--- config.mk ---
export PLATFORM = sky130hd
export DESIGN_NAME = synth_radio_config
export DESIGN_NICKNAME = d
export VERILOG_FILES = /design/src/synth_radio_pkg.sv /design/src/synth_radio_config.sv /design/src/vco_ranging_seq.sv
export SDC_FILE = /design/constraint.sdc
export NUM_CORES = 1
export LEC_CHECK = 0
export BUFFER_PORTS_ARGS = -buffer_cell sky130_fd_sc_hd__buf_2
export CAP_MARGIN = 15
export CORE_MARGIN = 3
export CORE_UTILIZATION = 30
export DETAILED_ROUTE_END_ITERATION = 10
export SLEW_MARGIN = 20
export SYNTH_ARGS = -nofsm -noshare
export SYNTH_HDL_FRONTEND = slang
export SYNTH_HIERARCHICAL = 1
export SYNTH_SLANG_ARGS = --single-unit
--- constraint.sdc ---
create_clock -name clk -period 3.13 [get_ports clk]
set_input_delay 0.626 -clock clk [delete_from_list [all_inputs] [get_ports clk]]
set_output_delay 0.626 -clock clk [all_outputs]
set_load 0.03 [all_outputs]
--- src/synth_radio_pkg.sv ---
// constants shared by the synthesizer and modem configuration block
package synth_radio_pkg;
    // register addresses on the serial port (7-bit)
    localparam logic [6:0] ADDR_RADIO_CTRL = 7'h02;
    localparam logic [6:0] ADDR_MODULATION = 7'h10;
    localparam logic [6:0] ADDR_CARRIER_WORD_A_3 = 7'h20;
    localparam logic [6:0] ADDR_CARRIER_WORD_A_2 = 7'h21;
    localparam logic [6:0] ADDR_CARRIER_WORD_A_1 = 7'h22;
    localparam logic [6:0] ADDR_CARRIER_WORD_A_0 = 7'h23;
    localparam logic [6:0] ADDR_IF_HIGH = 7'h28;
    localparam logic [6:0] ADDR_IF_LOW = 7'h29;
    localparam logic [6:0] ADDR_LOOP_CONFIG = 7'h2c;
    localparam logic [6:0] ADDR_RANGING = 7'h2d;
    localparam logic [6:0] ADDR_TX_POWER = 7'h30;
    localparam logic [6:0] ADDR_DECIM_HIGH = 7'h40;
    localparam logic [6:0] ADDR_DECIM_LOW = 7'h41;
    localparam logic [6:0] ADDR_RX_RATE_HIGH = 7'h42;
    localparam logic [6:0] ADDR_RX_RATE_LOW = 7'h43;
    localparam logic [6:0] ADDR_TIMING_HIGH = 7'h44;
    localparam logic [6:0] ADDR_TIMING_LOW = 7'h45;
    localparam logic [6:0] ADDR_TX_RATE_HIGH = 7'h46;
    localparam logic [6:0] ADDR_TX_RATE_LOW = 7'h47;
    localparam logic [6:0] ADDR_TX_DEV_HIGH = 7'h48;
    localparam logic [6:0] ADDR_TX_DEV_LOW = 7'h49;

    // loop configuration field positions
    localparam int LOOP_FILTER_LSB = 0;
    localparam int LOOP_PUMP_LSB = 2;
    localparam int LOOP_BAND_BIT = 5;
    // ranging register field positions
    localparam int RANGING_GO_BIT = 4;
    localparam int RANGING_FAIL_BIT = 5;
    // control register field positions
    localparam int CTRL_RX_BIT = 0;
    localparam int CTRL_TX_BIT = 1;

    // loop filter settings
    localparam logic [1:0] FILTER_NOMINAL = 2'h0;
    localparam logic [1:0] FILTER_X2 = 2'h1;
    localparam logic [1:0] FILTER_X5 = 2'h2;

    typedef enum logic [2:0] {
        MOD_ASK, MOD_PSK, MOD_FSK, MOD_MSK, MOD_GFSK, MOD_GMSK, MOD_OQPSK
    } modulation_t;

    // reset values
    localparam logic [7:0] LOOP_CONFIG_RESET = 8'h1c;
    localparam logic [15:0] IF_STEP_HZ = 16'h0010;
    localparam logic [15:0] IF_RESET = 16'hf424;     // 62500 steps of 16 Hz = 1 MHz
    localparam logic [31:0] CARRIER_WORD_A_RESET = 32'h0000_0000;
    localparam logic [3:0] TX_POWER_RESET = 4'h8;
    localparam logic [2:0] MODULATION_RESET = 3'h2;
    localparam logic [12:0] DECIM_MIN = 13'h0002;    // widest filter, 600 kHz
    localparam logic [12:0] DECIM_MAX = 13'h00fa;    // 125 times narrower, 4.8 kHz
    localparam logic [12:0] DECIM_RESET = 13'h0010;
    localparam logic [15:0] RX_RATE_RESET = 16'h0100;
    localparam logic [15:0] TIMING_RESET = 16'h0040;
    localparam logic [15:0] TX_RATE_RESET = 16'h0100;
    localparam logic [15:0] TX_DEV_RESET = 16'h0200;

    // auto-ranging timing
    localparam int CLK_HZ = 25000000;
    localparam int VCO_SETTLE_US = 50;
    localparam int VCO_SETTLE_CYCLES = (VCO_SETTLE_US * (CLK_HZ / 1000000));
    localparam logic [3:0] VCO_RANGE_LAST = 4'hf;
    localparam logic [3:0] VCO_RANGE_RESET = 4'h8;
endpackage

--- src/synth_radio_config.sv ---
// synthesizer and modem configuration registers behind the serial configuration port
// Summary of operation
// - writing go bit starts automatic VCO ranging
// - go bit reads set until ranging ends
// - fail flag zero means ranging succeeded
// - receiver active shifts synthesizer by IF offset
// - IF offset resets to 1 MHz, writable
// - carrier word 1 Hz steps, shared by TX/RX
// - loop filter: nominal, times two, times five
// - three-bit charge pump current field
// - four-bit PA output level in transmit
// - one modulation setting for transmitter and receiver
// - channel filter decimation spans 4.8-600 kHz
// - receive rate relative to filter; separate TX rate
// - deviation drives transmitter only
// - timing gain sets receiver recovery aggressiveness
`timescale 1ns/1ps
`default_nettype none
module synth_radio_config (
    input wire logic clk,
    input wire logic nrst,
    input wire logic spi_sel_n,
    input wire logic spi_sclk,
    input wire logic spi_mosi,
    output logic spi_miso,
    output logic spi_miso_oe,
    input wire logic vco_in_range,
    output logic [3:0] vco_range,
    output logic [31:0] synth_carrier_word_a_word,
    output logic [1:0] loop_filter_sel,
    output logic [2:0] pump_current_sel,
    output logic low_band_select,
    output logic [3:0] pa_power_level,
    output logic [2:0] modulation_sel,
    output logic [12:0] chan_filter_decim,
    output logic [15:0] rx_rate,
    output logic [15:0] timing_gain,
    output logic [15:0] tx_bit_rate,
    output logic [15:0] tx_deviation,
    output logic rx_active,
    output logic tx_active
);
    // configuration storage
    logic [7:0] ctrl_reg;
    logic [31:0] carrier_word_a_reg;
    logic [15:0] if_offset_reg;
    logic [7:0] synth_loop_config_reg;
    logic [3:0] tx_power_reg;
    logic [2:0] modulation_reg;
    logic [12:0] decim_reg;
    logic [15:0] rx_rate_reg;
    logic [15:0] timing_gain_reg;
    logic [15:0] tx_rate_reg;
    logic [15:0] tx_dev_reg;
    logic [31:0] synth_carrier_word_a_reg;

    // serial port state
    logic sclk_q;
    logic [3:0] bit_cnt_reg;
    logic [7:0] shift_in_reg;
    logic [6:0] addr_reg;
    logic write_reg;
    logic [7:0] shift_out_reg;
    logic go_pending_reg;

    // ranging sequencer
    logic rng_busy;
    logic rng_fail;
    logic ranging_go_flag;
    logic ranging_go_flag_q;

    // clamp a decimation request into the supported filter span
    function automatic logic [12:0] clamp_decim(input logic [12:0] value);
        if (value < synth_radio_pkg::DECIM_MIN) begin
            return synth_radio_pkg::DECIM_MIN;
        end else if (value > synth_radio_pkg::DECIM_MAX) begin
            return synth_radio_pkg::DECIM_MAX;
        end
        return value;
    endfunction

    // the reserved filter code falls back to nominal bandwidth
    function automatic logic [7:0] legal_loop(input logic [7:0] value);
        logic [7:0] v;
        v = value;
        if (v[synth_radio_pkg::LOOP_FILTER_LSB +: 2] == 2'h3) begin
            v[synth_radio_pkg::LOOP_FILTER_LSB +: 2] = synth_radio_pkg::FILTER_NOMINAL;
        end
        return v;
    endfunction

    // serial edge detection; pins are synchronous to clk
    wire sclk_rise = spi_sclk & ~sclk_q & ~spi_sel_n;
    wire sclk_fall = ~spi_sclk & sclk_q & ~spi_sel_n;
    wire [7:0] byte_in = {shift_in_reg[6:0], spi_mosi};
    wire addr_done = sclk_rise & (bit_cnt_reg == 4'h7);
    wire wr_en = sclk_rise & (bit_cnt_reg == 4'hf) & write_reg;
    wire [7:0] wr_data = byte_in;
    wire [6:0] rd_addr = byte_in[6:0];
    wire go_write = wr_en & (addr_reg == synth_radio_pkg::ADDR_RANGING) & wr_data[synth_radio_pkg::RANGING_GO_BIT];
    wire [15:0] if_scaled_hi = if_offset_reg;

    // read multiplexer
    logic [7:0] rd_data;
    always_comb begin
        case (rd_addr)
            synth_radio_pkg::ADDR_RADIO_CTRL: rd_data = ctrl_reg;
            synth_radio_pkg::ADDR_MODULATION: rd_data = {5'h00, modulation_reg};
            synth_radio_pkg::ADDR_CARRIER_WORD_A_3: rd_data = carrier_word_a_reg[31:24];
            synth_radio_pkg::ADDR_CARRIER_WORD_A_2: rd_data = carrier_word_a_reg[23:16];
            synth_radio_pkg::ADDR_CARRIER_WORD_A_1: rd_data = carrier_word_a_reg[15:8];
            synth_radio_pkg::ADDR_CARRIER_WORD_A_0: rd_data = carrier_word_a_reg[7:0];
            synth_radio_pkg::ADDR_IF_HIGH: rd_data = if_offset_reg[15:8];
            synth_radio_pkg::ADDR_IF_LOW: rd_data = if_offset_reg[7:0];
            synth_radio_pkg::ADDR_LOOP_CONFIG: rd_data = synth_loop_config_reg;
            synth_radio_pkg::ADDR_RANGING: rd_data = {2'h0, rng_fail, go_pending_reg, vco_range};
            synth_radio_pkg::ADDR_TX_POWER: rd_data = {4'h0, tx_power_reg};
            synth_radio_pkg::ADDR_DECIM_HIGH: rd_data = {3'h0, decim_reg[12:8]};
            synth_radio_pkg::ADDR_DECIM_LOW: rd_data = decim_reg[7:0];
            synth_radio_pkg::ADDR_RX_RATE_HIGH: rd_data = rx_rate_reg[15:8];
            synth_radio_pkg::ADDR_RX_RATE_LOW: rd_data = rx_rate_reg[7:0];
            synth_radio_pkg::ADDR_TIMING_HIGH: rd_data = timing_gain_reg[15:8];
            synth_radio_pkg::ADDR_TIMING_LOW: rd_data = timing_gain_reg[7:0];
            synth_radio_pkg::ADDR_TX_RATE_HIGH: rd_data = tx_rate_reg[15:8];
            synth_radio_pkg::ADDR_TX_RATE_LOW: rd_data = tx_rate_reg[7:0];
            synth_radio_pkg::ADDR_TX_DEV_HIGH: rd_data = tx_dev_reg[15:8];
            synth_radio_pkg::ADDR_TX_DEV_LOW: rd_data = tx_dev_reg[7:0];
            default: rd_data = 8'h00;
        endcase
    end

    // serial shift engine: first byte is write flag and address, second is data
    always_ff @(posedge clk or negedge nrst) begin
        if (!nrst) begin
            sclk_q <= 1'b0;
            bit_cnt_reg <= 4'h0;
            shift_in_reg <= 8'h00;
            addr_reg <= 7'h00;
            write_reg <= 1'b0;
            shift_out_reg <= 8'h00;
        end else begin
            sclk_q <= spi_sclk;
            if (spi_sel_n) begin
                bit_cnt_reg <= 4'h0;
            end else if (sclk_rise) begin
                shift_in_reg <= byte_in;
                bit_cnt_reg <= bit_cnt_reg + 4'h1;
                if (addr_done) begin
                    write_reg <= shift_in_reg[6];
                    addr_reg <= rd_addr;
                    shift_out_reg <= rd_data;
                end
            end else if (sclk_fall && bit_cnt_reg >= 4'h9) begin
                // data bit 7 stays on miso until the ninth rise has sampled it
                shift_out_reg <= {shift_out_reg[6:0], 1'b0};
            end
        end
    end

    // go bit: a start request is ignored while go is still set, so it never meets completion in one cycle
    assign ranging_go_flag = go_write & ~go_pending_reg;
    always_ff @(posedge clk or negedge nrst) begin
        if (!nrst) begin
            go_pending_reg <= 1'b0;
        end else if (ranging_go_flag) begin
            go_pending_reg <= 1'b1;
        end else if (go_pending_reg && !rng_busy && !ranging_go_flag_q) begin
            go_pending_reg <= 1'b0;
        end
    end

    always_ff @(posedge clk or negedge nrst) begin
        if (!nrst) begin
            ranging_go_flag_q <= 1'b0;
        end else begin
            ranging_go_flag_q <= ranging_go_flag;
        end
    end

    // register writes
    always_ff @(posedge clk or negedge nrst) begin
        if (!nrst) begin
            ctrl_reg <= 8'h00;
            carrier_word_a_reg <= synth_radio_pkg::CARRIER_WORD_A_RESET;
            if_offset_reg <= synth_radio_pkg::IF_RESET;
            synth_loop_config_reg <= synth_radio_pkg::LOOP_CONFIG_RESET;
            tx_power_reg <= synth_radio_pkg::TX_POWER_RESET;
            modulation_reg <= synth_radio_pkg::MODULATION_RESET;
            decim_reg <= synth_radio_pkg::DECIM_RESET;
            rx_rate_reg <= synth_radio_pkg::RX_RATE_RESET;
            timing_gain_reg <= synth_radio_pkg::TIMING_RESET;
            tx_rate_reg <= synth_radio_pkg::TX_RATE_RESET;
            tx_dev_reg <= synth_radio_pkg::TX_DEV_RESET;
        end else if (wr_en) begin
            case (addr_reg)
                synth_radio_pkg::ADDR_RADIO_CTRL: ctrl_reg <= {6'h00, wr_data[1:0]};
                synth_radio_pkg::ADDR_MODULATION: modulation_reg <= wr_data[2:0];
                synth_radio_pkg::ADDR_CARRIER_WORD_A_3: carrier_word_a_reg[31:24] <= wr_data;
                synth_radio_pkg::ADDR_CARRIER_WORD_A_2: carrier_word_a_reg[23:16] <= wr_data;
                synth_radio_pkg::ADDR_CARRIER_WORD_A_1: carrier_word_a_reg[15:8] <= wr_data;
                synth_radio_pkg::ADDR_CARRIER_WORD_A_0: carrier_word_a_reg[7:0] <= wr_data;
                synth_radio_pkg::ADDR_IF_HIGH: if_offset_reg[15:8] <= wr_data;
                synth_radio_pkg::ADDR_IF_LOW: if_offset_reg[7:0] <= wr_data;
                synth_radio_pkg::ADDR_LOOP_CONFIG: synth_loop_config_reg <= legal_loop(wr_data);
                synth_radio_pkg::ADDR_TX_POWER: tx_power_reg <= wr_data[3:0];
                synth_radio_pkg::ADDR_DECIM_HIGH: decim_reg <= clamp_decim({wr_data[4:0], decim_reg[7:0]});
                synth_radio_pkg::ADDR_DECIM_LOW: decim_reg <= clamp_decim({decim_reg[12:8], wr_data});
                synth_radio_pkg::ADDR_RX_RATE_HIGH: rx_rate_reg[15:8] <= wr_data;
                synth_radio_pkg::ADDR_RX_RATE_LOW: rx_rate_reg[7:0] <= wr_data;
                synth_radio_pkg::ADDR_TIMING_HIGH: timing_gain_reg[15:8] <= wr_data;
                synth_radio_pkg::ADDR_TIMING_LOW: timing_gain_reg[7:0] <= wr_data;
                synth_radio_pkg::ADDR_TX_RATE_HIGH: tx_rate_reg[15:8] <= wr_data;
                synth_radio_pkg::ADDR_TX_RATE_LOW: tx_rate_reg[7:0] <= wr_data;
                synth_radio_pkg::ADDR_TX_DEV_HIGH: tx_dev_reg[15:8] <= wr_data;
                synth_radio_pkg::ADDR_TX_DEV_LOW: tx_dev_reg[7:0] <= wr_data;
                default: ctrl_reg <= ctrl_reg;
            endcase
        end
    end

    // synthesizer word: receive mixes down by the IF offset, 1 Hz per step
    wire [31:0] if_offset_hz = 32'(if_scaled_hi) * 32'(synth_radio_pkg::IF_STEP_HZ);
    wire rx_on = ctrl_reg[synth_radio_pkg::CTRL_RX_BIT];
    wire [31:0] synth_carrier_word_a_next = rx_on ? (carrier_word_a_reg - if_offset_hz) : carrier_word_a_reg;
    always_ff @(posedge clk or negedge nrst) begin
        if (!nrst) begin
            synth_carrier_word_a_reg <= synth_radio_pkg::CARRIER_WORD_A_RESET;
        end else begin
            synth_carrier_word_a_reg <= synth_carrier_word_a_next;
        end
    end

    vco_ranging_seq u_ranging (
        .clk(clk),
        .nrst(nrst),
        .start(ranging_go_flag_q),
        .vco_in_range(vco_in_range),
        .busy(rng_busy),
        .fail(rng_fail),
        .vco_range(vco_range)
    );

    assign spi_miso = shift_out_reg[7];
    assign spi_miso_oe = ~spi_sel_n;
    assign synth_carrier_word_a_word = synth_carrier_word_a_reg;
    assign loop_filter_sel = synth_loop_config_reg[synth_radio_pkg::LOOP_FILTER_LSB +: 2];
    assign pump_current_sel = synth_loop_config_reg[synth_radio_pkg::LOOP_PUMP_LSB +: 3];
    assign low_band_select = synth_loop_config_reg[synth_radio_pkg::LOOP_BAND_BIT];
    assign pa_power_level = tx_power_reg;
    assign modulation_sel = modulation_reg;
    assign chan_filter_decim = decim_reg;
    assign rx_rate = rx_rate_reg;
    assign timing_gain = timing_gain_reg;
    assign tx_bit_rate = tx_rate_reg;
    assign tx_deviation = tx_dev_reg;
    assign rx_active = rx_on;
    assign tx_active = ctrl_reg[synth_radio_pkg::CTRL_TX_BIT];
endmodule // synth_radio_config
`default_nettype wire

--- src/vco_ranging_seq.sv ---
// vco auto-ranging sequencer: steps through vco ranges until the tuning voltage is in window
`timescale 1ns/1ps
`default_nettype none
module vco_ranging_seq (
    input wire logic clk,
    input wire logic nrst,
    input wire logic start,
    input wire logic vco_in_range,
    output logic busy,
    output logic fail,
    output logic [3:0] vco_range
);
    typedef enum logic [1:0] {RNG_IDLE, RNG_SETTLE, RNG_CHECK} rng_state_t;

    rng_state_t state_reg;
    logic [11:0] settle_reg;
    logic [3:0] range_reg;
    logic fail_reg;

    wire settled = (settle_reg == 12'(synth_radio_pkg::VCO_SETTLE_CYCLES - 1));

    always_ff @(posedge clk or negedge nrst) begin
        if (!nrst) begin
            state_reg <= RNG_IDLE;
            settle_reg <= 12'h000;
            range_reg <= synth_radio_pkg::VCO_RANGE_RESET;
            fail_reg <= 1'b0;
        end else begin
            case (state_reg)
                RNG_IDLE: begin
                    if (start) begin
                        state_reg <= RNG_SETTLE;
                        range_reg <= 4'h0;
                        settle_reg <= 12'h000;
                        fail_reg <= 1'b0;
                    end
                end
                RNG_SETTLE: begin
                    settle_reg <= settle_reg + 12'h001;
                    if (settled) begin
                        state_reg <= RNG_CHECK;
                    end
                end
                RNG_CHECK: begin
                    settle_reg <= 12'h000;
                    if (vco_in_range) begin
                        state_reg <= RNG_IDLE;
                    end else if (range_reg == synth_radio_pkg::VCO_RANGE_LAST) begin
                        fail_reg <= 1'b1;
                        state_reg <= RNG_IDLE;
                    end else begin
                        range_reg <= range_reg + 4'h1;
                        state_reg <= RNG_SETTLE;
                    end
                end
                default: state_reg <= RNG_IDLE;
            endcase
        end
    end

    assign busy = (state_reg != RNG_IDLE);
    assign fail = fail_reg;
    assign vco_range = range_reg;
endmodule // vco_ranging_seq
`default_nettype wire
-- Yosys cells after proc, flatten, opt, wreduce, memory -nomap -nowiden
Cells that the tools add are included.
- bits in registers: 223
- output and inout port bits: 130
- $add $sub $neg: 4
- $lt $le $gt $ge: 5
- equality and inequality tests: 57
- multiplexer cells: 40
- bitwise gates (word level): 14
- reductions and logical operators: 40
- operator list (cell ; count):
    $pmux 8 s21 ; 1
    $eq 7x7->1 const B ; 20
    $eq 7x6->1 const B ; 18
    $mux 13 ; 6
    $reduce_and 2->1 ; 21
    $pmux 12 s3 ; 1
    $mux 32 ; 1
    $sub 32x20->32 ; 1
    $gt 13x8->1 const B ; 2
    $lt 13x2->1 const B ; 2
    $pmux 13 s2 ; 1
    $mux 8 ; 3
    $mux 4 ; 5
    $eq 7x2->1 const B ; 2
    $eq 7x5->1 const B ; 2
    $mux 1 ; 14
    $add 12x1->12 const B ; 1
    $eq 12x11->1 const B ; 1
    $mux 12 ; 1
    $reduce_and 3->1 ; 4
    $reduce_bool 2->1 ; 6
    $and 1x1->1 ; 10
    $ne 2x2->1 const B ; 5
    $add 4x1->4 const B ; 2
    16 further kinds ; 30

-- Longest topological paths before layout
- depth after elaboration: 9
- gate-level depth with buffers: 10
- mapped depth without buffers: 10

-- Hierarchy
The synthesis kept the hierarchy.
- modules (own cells, without submodules) (module ; instances ; cells each ; area an instance (um^2) ; sequential area each (um^2)):
    synth_radio_config ; 1 ; 964 ; 10547.6 ; 5126.2
    vco_ranging_seq ; 1 ; 122 ; 1138.6 ; 476.7

-- Least setup slack after synthesis
OpenSTA, ideal clock, no wires.
- kind: in2reg
- from: input spi_mosi
- to: register decim_reg[5], in the netlist chan_filter_decim[5]
- setup time: 0.133 ns
- data arrival time: 2.618 ns
- required time: 2.997 ns
- path slack: 0.379 ns
- stages on the path: 9
- cell sequence: buf_6 or4_4 buf_6 a311o_1 or4_1 and3_4 buf_6 nor2_1 a21oi_1
- cells in the longest elaborated chain, start to end: 7
- elaborated cells on any way between the ends: 19
- those cells by class: order compare (4); eq/ne (1); mux (13); reduce/logical (1)
- ends and longest elaborated chain (what ; RTL line ; text):
    from (decl) ; synth_radio_config.sv:24 ; input wire logic spi_mosi,
    $gt 13x8->1 ; synth_radio_config.sv:76 ; end else if (value > synth_radio_pkg::DECIM_MAX) begin
    $mux 1 ; synth_radio_config.sv:76 ;
    $mux 1 ; synth_radio_config.sv:74 ; if (value < synth_radio_pkg::DECIM_MIN) begin
    $mux 1 ; synth_radio_config.sv:195 ; case (addr_reg)
    $mux 1 ; synth_radio_config.sv:194 ; end else if (wr_en) begin
    $mux 13 or $ne 2x2->1 (tied branches) ; - ;
    $pmux 13 s2 or $reduce_and 3->1 (tied branches) ; - ;
    to (signal assigned) ; synth_radio_config.sv:189 ; decim_reg <= synth_radio_pkg::DECIM_RESET;
    to (signal assigned) ; synth_radio_config.sv:206 ; synth_radio_pkg::ADDR_DECIM_HIGH: decim_reg <= clamp_decim({wr_data[4:0], decim_reg[7:0]});
    to (signal assigned) ; synth_radio_config.sv:207 ; synth_radio_pkg::ADDR_DECIM_LOW: decim_reg <= clamp_decim({decim_reg[12:8], wr_data});
    to (decl) ; synth_radio_config.sv:50 ; logic [12:0] decim_reg;
Several ways; a longest one is shown, not always the timed one. The select of a mux whose other input is x is not followed.
A chain may end at the register's enable or synchronous reset.

-- Final worst setup path
- from: register carrier_word_a_reg[4]
- to: register synth_carrier_word_a_reg[24], in the netlist synth_carrier_word_a_word[24]
- cells in the longest elaborated chain, start to end: 2
- ends and longest elaborated chain (what ; RTL line ; text):
    from (decl) ; synth_radio_config.sv:45 ; logic [31:0] carrier_word_a_reg;
    from (signal assigned) ; synth_radio_config.sv:184 ; carrier_word_a_reg <= synth_radio_pkg::CARRIER_WORD_A_RESET;
    from (signal assigned) ; synth_radio_config.sv:201 ; synth_radio_pkg::ADDR_CARRIER_WORD_A_0: carrier_word_a_reg[7:0] <= wr_data;
    $sub 32x20->32 ; synth_radio_config.sv:224 ; wire [31:0] synth_carrier_word_a_next = rx_on ? (carrier_word_a_reg - if_offset_hz) : carrier_word_a_reg;
    $mux 32 ; synth_radio_config.sv:224 ;
    via synth_carrier_word_a_next[24] ; synth_radio_config.sv:224 ;
    to (signal assigned) ; synth_radio_config.sv:227 ; synth_carrier_word_a_reg <= synth_radio_pkg::CARRIER_WORD_A_RESET;
    to (signal assigned) ; synth_radio_config.sv:229 ; synth_carrier_word_a_reg <= synth_carrier_word_a_next;
    to (decl) ; synth_radio_config.sv:55 ; logic [31:0] synth_carrier_word_a_reg;
The timed path passes the listed nets, and every way through them passes these cells.

==> results.md <==
- First-pass GRT wire length: 60.2 mm
- # resized after CTS: 0
- Reg-to-reg critical path startpoint: carrier_word_a_reg[4]
- Skew final: 34.2 ps
- DP Worst Slack: 70.7 ps
- Max-cap violations: 0
- Overall routing resource usage: 18.8%
- Post-route setup slack: 298 ps
- RR Endpoint: synth_carrier_word_a_word[24]
- WL/cell: 22.4 um
- Tightest Hold Check Type: input pin to asynchronous set/reset pin
- P&R area growth vs syn: 20.9%
- R2r worst-path depth: 10
- Residual DRC count: 0
- Die footprint: 41400 um^2
- DR top layer: met4
- CORE AREA: 38000 um^2
- Met2 routed WL: 18.3 mm
- TNS Setup: 0 ps
- Synthesized area: 11700 um^2
- Clock sinks: 223
- Drt via density: 5.44
- Final Net Count: 1269
- Post-synth top area cell: dfrtp_1
- Filler cells: 3818
- FMAX: 353 MHz
- Vias in the first global route: 9421
- Ys Warns: 6
- TritonRoute pass-1 iters: 5
- CTS Hold Buffers Added: 0
- CTS tree: done
- Antenna Violating Nets Remaining: 0
- Clk root buf: clkbuf_16
- Design area: 14100 um^2
- Top cell type's share of synthesized area: 43.9%
- Setup bufs post-CTS: 0
- Synthesized flop and latch total: 223
- Util after Layout: 37.2%
- Number of buffers created by CTS: 27
- Critical path capture point type: flop
- Fraction of layout cells with a size suffix above 1: 26.2%
- Die Span X: 203 um
- Max Slew Vio Count: 0
- Port bufs: 135
- Crit share post-route: 90.5%
- H-tree depth: 1
- Final setup vio count: 0
- Worst Tran Pin Value: 944 ps
- Worst slew margin: 37.0%
- Crit Path Class: flop to flop
- Min Tclk post-route: 2830 ps
- Die height: 203 um
- Critical path arrival: 3310 ps
- Pwr per Cell Area: 503 nW/um^2
- Yosys cell types: 83
- I/O pin count: 136
- Met1 wire length: 17.4 mm
- Syn Inst Count: 1086
- Clock buffer depth: 3
- Avg Inst Size Synth: 10.8 um^2
- Starting density of the core: 30.7%
- DRT Wirelength: 39.6 mm
- Total power: 0.00711 W
- Sequential cell area fraction in the yosys report: 47.9%
- Drt first-iter violations: 826
- EDFF count, synth: 0
- Largest net degree at the start of global routing: 90
- DR WL met3: 2.64 mm
- Initial antenna violation count: 0
- Later-pin clock latency in the skew report: 570 ps
- FF-to-FF setup slack: 300 ps
- Syn Nets: 1115
- Worst-path clk slew: 60 ps
- Synth top area cells: dfrtp_1, mux2_1, mux2_2
- Outcome: completed
- Crit Path Max Fanout: 6
- Setup crit start kind: flop
- Top_reg_cell synth: dfrtp_1
- Routability cong.: 0.947
- Leakage Power: 6.78 nW
- Post-DP HPWL: 29.7 mm
- Worst vdd ir: 0.359 mV
- Vias post-DR: 9648
- Cell row count: 71
- Asr flop ratio synth: 100%
- RSZ-0062 raised after global routing: no
- Worst Path Required: 3610 ps
- Total global routing overflow: 0
- Dpl cell area: 13200 um^2
- Final Hold Fails: 0
through the flow:
| stage | hold slack (ps) | cells |
|---|---|---|
| finish | 91.5 | 1772 |
| global route | 145 | 1771 |
| CTS | 133 | 1771 |
| detailed placement | 418 | 1722 |
| global placement | 416 | 1722 |
| floorplan | 330 | 1086 |
placed cells by master, fill, tap and decap left out, types with 20 or more instances in the layout:
cell type  netlist  layout
dfrtp_1        205     204
buf_2            6     134
mux2_1          94      94
nand2_1         88      88
buf_4            5      54
mux2_2          47      47
nor2_1          43      43
nand3_1         41      41
inv_1           34      34
a21oi_1         32      32
clkbuf_16        0      27
o21ai_0         26      26
a22oi_1         24      24
ha_1            22      22
mux2i_1         21      21
o21ai_1         20      20
routing by layer:
layer	global-route usage, %	vias up
li1	-	4326
met1	26.2	4853
met2	29.9	392
met3	2.89	77
met4	6.71	0
met5	0	-
synthesized netlist by cell type, types with 11 or more instances:
cell      count
nor4_1       15
nand3_1      41
nor3b_1      12
xnor2_1      12
mux2_1       94
o21ai_1      20
o22ai_1      11
a31oi_1      11
nand2_1      88
mux2i_1      21
nand2b_1     14
a22oi_1      24
a211oi_1     12
nor2b_1      16
nand4_1      12
a21oi_1      32
mux2_2       47
nor2_1       43
clkbuf_1     52
ha_1         22
dfrtp_1     205
nor3_1       17
o21ai_0      26
dfstp_2      18
or3_1        13
inv_1        34
layout make-up:
type	instances	area [um^2]	area share [%]
antenna	1	2.50	0.0177
clock buffer	40	825	5.84
timing repair buffer	194	1190	8.43
clock inverter	9	93.8	0.664
sequential	223	5600	39.7
inverter	34	128	0.903
tap	511	639	4.53
multi-input combinational	760	5650	40.0
report_power, final:
part	leakage (nW)	internal [W]	switching, W
sequential	2.99	0.00293	0.000120
clock	0.452	0.00191	0.00126
combinational	3.33	0.000283	0.000611
total	6.78	0.00512	0.00199
how the worst max path moves through the flow:
| stage | start | end | slack (ps) | cells after the start |
|---|---|---|---|---|
| after detailed placement | spi_sel_n | synth_loop_config_reg[5] | 70 | 6 |
| after global routing | carrier_word_a_reg[4] | synth_carrier_word_a_word[30] | 60 | 10 |
| after global placement | spi_sel_n | synth_loop_config_reg[7] | 140 | 6 |
| final | carrier_word_a_reg[4] | synth_carrier_word_a_word[24] | 300 | 10 |
| after CTS | carrier_word_a_reg[4] | synth_carrier_word_a_word[24] | 260 | 10 |
| after floorplan | spi_mosi | chan_filter_decim[5] | 380 | 9 |
logic make-up after synthesis:
logic type | Yosys count | synth area share [%]
and+or+nand+nor | 339 | 16.1
DFF | 223 | 47.9
AOI/OAI and AO/OA | 213 | 12.4
muxes | 163 | 15.6
buffers and inverters | 103 | 3.79
adders and majority gates | 23 | 2.53
xor gates and xnor gates | 22 | 1.65
critical path: stages (launching register included):
cell,delay [ps]
dfrtp_1,410
inv_1,90
ha_1,160
inv_1,50
fa_1,430
a211oi_1,230
o21ai_1,170
o2111ai_1,320
o211ai_1,290
nor4b_1,420
xor2_1,180
(Power assumes the default switching activity.)
